$ cat config.mk
export PLATFORM = sky130hd
export DESIGN_NAME = bcis_core
export DESIGN_NICKNAME = d
export VERILOG_FILES = /design/src/design/bcis_pkg.sv /design/src/design/bcis_core.sv
export SDC_FILE = /design/constraint.sdc
export NUM_CORES = 1
export LEC_CHECK = 0
export ABC_AREA = 1
export ABC_CLOCK_PERIOD_IN_PS = 3200
export CORE_UTILIZATION = 30
export DETAILED_ROUTE_END_ITERATION = 6
export DONT_BUFFER_PORTS = 1
export GPL_ROUTABILITY_DRIVEN = 0
export PLACE_DENSITY = 0.45
export SYNTH_ARGS = -nofsm -noshare
export SYNTH_HDL_FRONTEND = slang
export SYNTH_SLANG_ARGS = --single-unit
$ cat constraint.sdc
create_clock -name clk_i -period 3.2 [get_ports clk_i]
set_input_delay 0.64 -clock clk_i [delete_from_list [all_inputs] [get_ports clk_i]]
set_output_delay 0.64 -clock clk_i [all_outputs]
set_load 0.01 [all_outputs]
$ cat src/design/bcis_pkg.sv
package bcis_pkg;
  // ==========================================
  // widths
  localparam int unsigned DATA_W  = 8;
  localparam int unsigned PC_W    = 9;
  localparam int unsigned FADDR_W = 5;
  localparam int unsigned INSTR_W = 12;

  // ==========================================
  // field positions
  localparam int unsigned DEST_BIT  = 5;
  localparam int unsigned FADDR_LSB = 0;
  localparam int unsigned LIT_LSB   = 0;

  // ==========================================
  // instruction patterns: (word & mask) == match; the idle and config words compare whole
  localparam logic [INSTR_W-1:0] IDLE_WORD     = 12'h000;
  localparam logic [INSTR_W-1:0] CFG_WORD      = 12'h002;
  localparam logic [INSTR_W-1:0] STORE_MASK    = 12'hFE0;
  localparam logic [INSTR_W-1:0] STORE_MATCH   = 12'h020;
  localparam logic [INSTR_W-1:0] FD_MASK       = 12'hFC0;
  localparam logic [INSTR_W-1:0] ORREG_MATCH   = 12'h100;
  localparam logic [INSTR_W-1:0] MOVREG_MATCH  = 12'h200;
  localparam logic [INSTR_W-1:0] INCSZ_MATCH   = 12'h3C0;
  localparam logic [INSTR_W-1:0] LIT_MASK      = 12'hF00;
  localparam logic [INSTR_W-1:0] RETLIT_MATCH  = 12'h800;
  localparam logic [INSTR_W-1:0] LDLIT_MATCH   = 12'hC00;
  localparam logic [INSTR_W-1:0] ORLIT_MATCH   = 12'hD00;

  // ==========================================
  // reset values and constants
  localparam logic [PC_W-1:0]   PC_RST     = 9'h000;
  localparam logic [PC_W-1:0]   PC_STEP    = 9'h001;
  localparam logic [DATA_W-1:0] ACC_RST    = 8'h00;
  localparam logic [DATA_W-1:0] OPTION_RST = 8'hFF;
  localparam logic [DATA_W-1:0] DBG_RST    = 8'h00;
  localparam logic [DATA_W-1:0] BYTE_ONE   = 8'h01;
  localparam logic [DATA_W-1:0] BYTE_ZERO  = 8'h00;
  localparam logic              ZERO_RST   = 1'b0;

  // ==========================================
  // types
  typedef enum logic [1:0] {
    ST_RUN   = 2'b01,
    ST_FLUSH = 2'b10
  } bcis_state_type;

  typedef struct packed {
    logic [DATA_W-1:0] option;
    logic [DATA_W-1:0] acc;
    logic              zero;
  } bcis_regs_type;
endpackage

$ cat src/design/bcis_core.sv
`timescale 1ns/1ps
module bcis_core (
  input  wire logic                           clk_i,
  input  wire logic                           resetn_i,
  input  wire logic [bcis_pkg::INSTR_W-1:0]   instr_i,
  input  wire logic [bcis_pkg::PC_W-1:0]      stack_top_i,
  input  wire logic [bcis_pkg::FADDR_W-1:0]   dbg_addr_i,
  output logic      [bcis_pkg::PC_W-1:0]      pc_o,
  output bcis_pkg::bcis_regs_type             regs_o,
  output logic      [bcis_pkg::DATA_W-1:0]    dbg_data_o,
  output logic                                busy_flush_o
);
  import bcis_pkg::*;

  // ==========================================
  // state
  logic [PC_W-1:0]    pc;
  logic [INSTR_W-1:0] ir;
  logic [DATA_W-1:0]  acc;
  logic [DATA_W-1:0]  option;
  logic               zero;
  logic [DATA_W-1:0]  dbg_data;
  logic [DATA_W-1:0]  file_mem [0:(1<<FADDR_W)-1];
  bcis_state_type     state;
  bcis_state_type     next_state;

  // ==========================================
  // decode
  wire                exec     = (state == ST_RUN);
  wire [FADDR_W-1:0]  faddr    = ir[FADDR_LSB +: FADDR_W];
  wire                dbit     = ir[DEST_BIT];
  wire [DATA_W-1:0]   lit      = ir[LIT_LSB +: DATA_W];
  wire [DATA_W-1:0]   file_rd  = file_mem[faddr];

  wire is_idle   = exec && (ir == IDLE_WORD);
  wire is_cfg    = exec && (ir == CFG_WORD);
  wire is_store  = exec && ((ir & STORE_MASK) == STORE_MATCH);
  wire is_orreg  = exec && ((ir & FD_MASK) == ORREG_MATCH);
  wire is_movreg = exec && ((ir & FD_MASK) == MOVREG_MATCH);
  wire is_incsz  = exec && ((ir & FD_MASK) == INCSZ_MATCH);
  wire is_retlit = exec && ((ir & LIT_MASK) == RETLIT_MATCH);
  wire is_ldlit  = exec && ((ir & LIT_MASK) == LDLIT_MATCH);
  wire is_orlit  = exec && ((ir & LIT_MASK) == ORLIT_MATCH);

  // ==========================================
  // datapath
  wire [DATA_W-1:0] inc_res   = file_rd + BYTE_ONE;
  wire [DATA_W-1:0] orreg_res = acc | file_rd;
  wire [DATA_W-1:0] orlit_res = acc | lit;
  wire              skip      = is_incsz && (inc_res == BYTE_ZERO);
  wire              redirect  = skip || is_retlit;

  // result of the f,d group
  wire [DATA_W-1:0] fd_res = is_incsz ? inc_res :
                             is_orreg ? orreg_res :
                             file_rd;

  wire fd_op   = is_incsz || is_orreg || is_movreg;
  wire file_we = (fd_op && dbit) || is_store;
  wire [DATA_W-1:0] file_wd = is_store ? acc : fd_res;

  wire [DATA_W-1:0] next_acc =
    (fd_op && !dbit)         ? fd_res :
    is_orlit                 ? orlit_res :
    (is_ldlit || is_retlit)  ? lit :
    acc;

  // zero flag only moves for or and move; others keep it
  wire [DATA_W-1:0] z_src = is_orlit ? orlit_res : fd_res;
  wire z_upd = is_orlit || is_orreg || is_movreg;
  wire next_zero = z_upd ? (z_src == BYTE_ZERO) : zero;

  wire [DATA_W-1:0] next_option = is_cfg ? acc : option;

  wire [PC_W-1:0] next_pc = is_retlit ? stack_top_i : pc + PC_STEP;

  // ==========================================
  // flush sequencer
  always_comb begin
    next_state = ST_RUN;
    case (state)
      ST_RUN: begin
        next_state = redirect ? ST_FLUSH : ST_RUN;
      end
      ST_FLUSH: begin
        next_state = ST_RUN;
      end
      default: begin
        next_state = ST_RUN;
      end
    endcase
  end

  // ==========================================
  // registers
  always_ff @(posedge clk_i) begin
    if (!resetn_i) begin
      pc     <= PC_RST;
      ir     <= IDLE_WORD;
      state  <= ST_RUN;
      acc    <= ACC_RST;
      zero   <= ZERO_RST;
      option <= OPTION_RST;
    end else begin
      pc     <= next_pc;
      ir     <= instr_i;
      state  <= next_state;
      acc    <= next_acc;
      zero   <= next_zero;
      option <= next_option;
    end
  end

  // file registers hold data only, no reset
  always_ff @(posedge clk_i) begin
    if (resetn_i && file_we) begin
      file_mem[faddr] <= file_wd;
    end
  end

  always_ff @(posedge clk_i) begin
    if (!resetn_i) begin
      dbg_data <= DBG_RST;
    end else begin
      dbg_data <= file_mem[dbg_addr_i];
    end
  end

  // ==========================================
  // outputs
  assign pc_o         = pc;
  assign regs_o       = '{option: option, acc: acc, zero: zero};
  assign dbg_data_o   = dbg_data;
  assign busy_flush_o = (state == ST_FLUSH);

  // ==========================================
  // helper: back-to-back flush cycles
  logic [1:0] flush_len;

  always_ff @(posedge clk_i) begin
    if (!resetn_i) begin
      flush_len <= 2'b00;
    end else if (state == ST_FLUSH) begin
      flush_len <= flush_len + 2'b01;
    end else begin
      flush_len <= 2'b00;
    end
  end
endmodule

Word-level counts from Yosys, hierarchy flattened
Memory sizes are Yosys's and may differ from the RTL's. A register that Yosys moved wholly into a read port is not among the register bits.
Cells that the tools add are included.
- $add $sub $neg: 2
- $mul: 0
- div/mod/pow operators: 0
- $lt $le $gt $ge: 0
- equal/unequal tests: 10
- shifts and indexed selects: 0
- multiplexer cells: 12
- bitwise gates (word level): 2
- reduce and logical (&&, ||, !) cells: 25
- operators by type and width (operator ; number):
    two-way mux 8 bit ; 7
    logical NOT 8 bit ; 2
    bitwise OR 8 bit ; 2
    == test 12 x 2 -> 1 bit, second input constant ; 1
    == test 4 bit, second input constant ; 3
    == test 6 x 4 -> 1 bit, second input constant ; 2
    logical AND 1 bit ; 12
    adder 9 x 1 -> 9 bit, second input constant ; 1
    two-way mux 9 bit ; 1
    adder 8 x 1 -> 8 bit, second input constant ; 1
    == test 7 x 1 -> 1 bit, second input constant ; 1
    logical OR 1 bit ; 7
    == test 6 x 3 -> 1 bit, second input constant ; 1
    two-way mux 5 bit ; 1
    nonzero test 3 bit ; 1
    == test 2 x 1 -> 1 bit, second input constant ; 1
    == test 2 bit, second input constant ; 1
    logical NOT 1 bit ; 2
    two-way mux 1 bit ; 2
    two-way mux 2 bit ; 1
    AND reduction 2 bit ; 1
- bits in registers: 40
- bits in latches: 0
- RAM bits: 256
- ROM bits: 0
- input port bits: 28
- output and inout bits: 35
- word-level logic and storage cells: 58
- memories: 1
- memory list (memory ; depth ; width ; rd ports ; clocked after memory_dff ; wr ports ; line ; text):
    file_mem ; 32 ; 8 ; 2 ; 2 ; 1 ; bcis_core.sv:23 ; logic [DATA_W-1:0] file_mem [0:(1<<FADDR_W)-1];

Logic depth before layout (Yosys ltp)
- word-level depth: 9
- gate-level depth with buffers: 22
- mapped depth without buffers: 19

Worst setup path after synthesis
OpenSTA, ideal clock, no wires.
- path kind: reg-to-reg
- from: reg, netlist name ir[0]
- to: mem file_mem[0][4] (data pin)
- library setup time: 0.454 ns
- arrival time: 3.109 ns
- data required time: 2.746 ns
- setup slack: -0.363 ns
- cell stages (with the launch flop): 19
- buffers on the path: 3
- clock period less this slack: 3.563 ns
- cells stage by stage: dfxtp_1 buf_6 inv_2 buf_6 buf_6 nand2_1 nand2_1 nand2_1 nand2_1 nand2_1 nand2_1 nor2_2 nand2_4 ha_1 nand3_1 nand2_1 nand3_1 nand2_1 o21ai_0
- RTL lines (element ; line):
    end: declaration ; bcis_core.sv:23

Worst setup path in the final report
- from: reg state[1]
- to: mem file_mem[5][6], enable pin
- longest elaborated chain between the ends: 9
- elaborated cells between the ends (all ways): 12
- classes of those cells: eq/ne (1); mux (2); reduce/logical (9)
- ends and longest elaborated chain (element ; line ; text):
    start: declaration ; bcis_core.sv:24 ; bcis_state_type state;
    start signal: assignment ; bcis_core.sv:107 ; state <= next_state;
    == test 2 x 1 -> 1 bit (*) ; bcis_core.sv:29 ; wire exec = (state == ST_RUN);
    logical AND 1 bit (on tied branches) ; bcis_core.sv:40, bcis_core.sv:38 ;
    logical OR 1 bit (2 in a row) ; bcis_core.sv:58 ; wire fd_op = is_incsz || is_orreg || is_movreg;
    logical AND 1 bit ; bcis_core.sv:59 ; wire file_we = (fd_op && dbit) || is_store;
    logical OR 1 bit (*) ; bcis_core.sv:59 ;
    logical AND 1 bit (*) ; bcis_core.sv:116 ; if (resetn_i && file_we) begin
    two-way mux 1 bit (*) ; bcis_core.sv:116 ;
    two-way mux 1 bit (not written as such) (*) ; bcis_core.sv:117 ; file_mem[faddr] <= file_wd;
Mark *: on every way between the ends. The rest lies on a longest branch, timed or not.

==> flow_summary.json <==
{
  "syn2layout_area_growth_pct": 17.5,
  "clk_pin_slew_ns": 0.06,
  "multi_input_area_um2": 5790,
  "synthesis.area_um2": 15100,
  "port_buffers": 0,
  "grt_max_degree": 131,
  "cts_hold_buffers": 0,
  "drt-wirelength-per-cell_um": 22.9,
  "slew_headroom": 0.561,
  "worst_path_most_repeated_cell": "inv_1",
  "critPathKind": "reg -> reg",
  "cts_sinks": 304,
  "switchingPower_mw": 2.53,
  "drive_above_1_share": 0.118,
  "start_kind": "flop",
  "ys_seq_area_frac": 0.572,
  "leakage_nw": 6.89,
  "hold_path.class": "in -> reg",
  "synth_async_sr_flop_share": 0,
  "dpl_cell_area_um2": 16500,
  "yosys.area.top_type": "edfxtp_1",
  "initialDrtViolationCount": 1246,
  "grtUsageMet2": 0.359,
  "synth_cells": 1702,
  "final_net_count": 1777,
  "dieHeight_um": 227,
  "grtUsageTotal": 0.221,
  "synth_top_area_share": 0.508,
  "ys_types": 45,
  "clkLatencyLatePin_ns": 0.57,
  "regArea_um2": 8650,
  "dp_hpwl_um": 37100,
  "initial_core_util": 0.306,
  "fin_crit_sh": 0.946,
  "cts_buffers": 37,
  "finalHoldViolations": 0,
  "overflow": 0,
  "clock-root-buffer": "clkbuf_16",
  "fill_cells": 5027,
  "crit_family": "simple AND/OR/NAND/NOR gates",
  "busiest_layer": "met2",
  "crit_fanout": 8,
  "grt.met1_usage": 0.291,
  "synthTopCellsByArea": "edfxtp_1 (51%), nand2_1 (15%), dfxtp_1 (6.4%)",
  "fmax_mhz": 330,
  "synth_ff_type": "edfxtp_1",
  "drv_slew": 0,
  "ant_nets": 0,
  "antenna_found_initial": 1,
  "drc": 0,
  "cp_slowest_cell": "nor2_1",
  "synthTopCellsByCount": "nand2_1 (601), edfxtp_1 (256), nor2_1 (204), o21ai_0 (161), inv_1 (64)",
  "p_int_mw": 7.30,
  "slowest_delay_ns": 0.43,
  "tightest_slew_ns": 0.656,
  "critical_path.cell_chain": "inv_1, nand2_1, inv_1, nand2_1, nor2_1, inv_1, nor3_1, inv_1, a21oi_1, buf_4, nand2_1, nor2_1, buf_4",
  "clockBufferDepth": 3,
  "cts_tree": "done",
  "endpoint_kind": "flop",
  "synthesis.nets": 1733,
  "htree_levels": 2,
  "finalSetupViolations": 0,
  "fin_area_um2": 17800,
  "yosysMostFrequentCell": "nand2_1",
  "grtUsageMet3": 0.0394,
  "seq_power_share": 0.458,
  "grt_pass1_vias": 12600,
  "cap_violations": 0,
  "p_sw_frac": 0.257,
  "comb_power_share": 0.110,
  "status": "completed",
  "fin_crit_ns": 3.03,
  "dr_total_vias": 12900,
  "vdd_ir_drop_max_uv": 317,
  "via_per_inst": 5.30,
  "design.die.area_um2": 51300,
  "crit_buf_inv": 6,
  "rows": 81,
  "yosys_register_bits": 304,
  "fin_setup_tns_ns": 0,
  "yosys_warnings": 0,
  "power_density_nw_per_um2": 553,
  "core_um2": 49400,
  "synth_area_per_cell_um2": 8.89,
  "grt_first_pass_wirelength_um": 82300,
  "p_clk_frac": 0.433,
  "critical_path_required_ns": 3.48,
  "synth-edff-count": 256,
  "io_pins": 63,
  "rsz0062_at_grt": "no",
  "die_w_um": 227,
  "crit_arrival_ns": 3.30,
  "drtPass1Iterations": 6,
  "worst_clock_skew_ns": 0.0279,
  "routed_wl_um": 56000
}
timing repair:
action / in CTS / in global routing
buffers inserted: 0 / 4
setup endpoints to repair: 0 / 131
gates resized for setup: 0 / 5
endpoints found under the hold margin: 0 / 0
flip-flops by register name (all words and copies together), names as in the netlist:
name	flops
pc_o	9
acc	8
ir	12
option	8
zero	1
dbg_data_o	8
file_mem	256
state	2
per-layer routing:
metal,vias up,wire length [um]
met4,2,1720
li1,5935,-
met2,596,26000
met3,104,4260
met5,-,13
met1,6292,24000
stage by stage:
stage                      util  setup WS, ns  power [mW]  instances  hold slack [ns]
after floorplan               -         0.154        5.21       1702            0.491
after global placement    0.334         0.130        5.64       2367            0.523
after CTS                 0.359         0.113        9.92       2435            0.133
after detailed placement  0.334         0.142        5.64       2367            0.529
after global routing      0.360       0.00392        10.2       2439            0.141
final                     0.360         0.174        9.82       2440            0.168
area by class of cell:
cell class | instances | share of cell area
well taps | 664 | 0.0468
repair buffers | 101 | 0.0556
multi-input cells | 1228 | 0.326
inverters | 74 | 0.0161
diodes | 1 | 0.000141
flip-flops and latches | 304 | 0.487
clock buffers | 47 | 0.0560
clock inverters | 21 | 0.0127
worst paths after layout:
kind         slack [ns]        endpoint  cells after the start  startpoint
max                0.17  file_mem[5][6]                     13    state[1]
min                0.17        state[0]                      1    resetn_i
min reg2reg        0.53       option[4]                      2   option[4]
max reg2reg        0.17  file_mem[5][6]                     13    state[1]
worst register-to-register path: cells and delay by family (launching register included):
family	cells	cell delay, ns
AND/OR/NAND/NOR	6	1.40
buffers and inverters	6	0.87
flip-flops	1	0.29
AO/OA/AOI/OAI	1	0.18
cell families (layout without fill, tap and decap cells):
kind of cell | Yosys count | count (layout) | share of synthesized area
flops | 304 | 304 | 0.572
fa+ha+maj | 3 | 3 | 0.00248
other cells | 0 | 1 | 0
xor+xnor | 7 | 7 | 0.00405
buf+inv | 170 | 243 | 0.0483
simple gates | 913 | 913 | 0.250
compound gates | 305 | 305 | 0.124
power by group through the flow:
stage | clock network (mW) | logic, mW | registers, mW
after floorplan | 0 | 0.640 | 4.57
after global placement | 0 | 1.07 | 4.58
after detailed placement | 0 | 1.07 | 4.58
after CTS | 4.35 | 1.07 | 4.49
after global routing | 4.49 | 1.17 | 4.50
final | 4.25 | 1.08 | 4.49
layout by cell type (no fill, tap or decap), types with 4 or more instances in the layout:
| cell type | count |
|---|---|
| nor3_4 | 6 |
| edfxtp_1 | 256 |
| nand2_1 | 601 |
| nor2_2 | 11 |
| nand2_2 | 4 |
| o21ai_0 | 153 |
| dfxtp_1 | 46 |
| bufinv_16 | 4 |
| o211ai_1 | 18 |
| nand3_1 | 46 |
| a21oi_1 | 16 |
| o22ai_1 | 16 |
| clkinv_2 | 11 |
| a31oi_1 | 19 |
| o221ai_1 | 47 |
| xor2_1 | 5 |
| a22oi_1 | 17 |
| nor3_1 | 4 |
| nand4_1 | 21 |
| o21ai_2 | 8 |
| clkbuf_1 | 8 |
| buf_4 | 82 |
| clkinv_1 | 6 |
| clkbuf_16 | 38 |
| buf_12 | 18 |
| nor2_1 | 201 |
| inv_1 | 64 |
| nand2_4 | 4 |
| inv_2 | 5 |
Power figures use the tool's default switching activity.
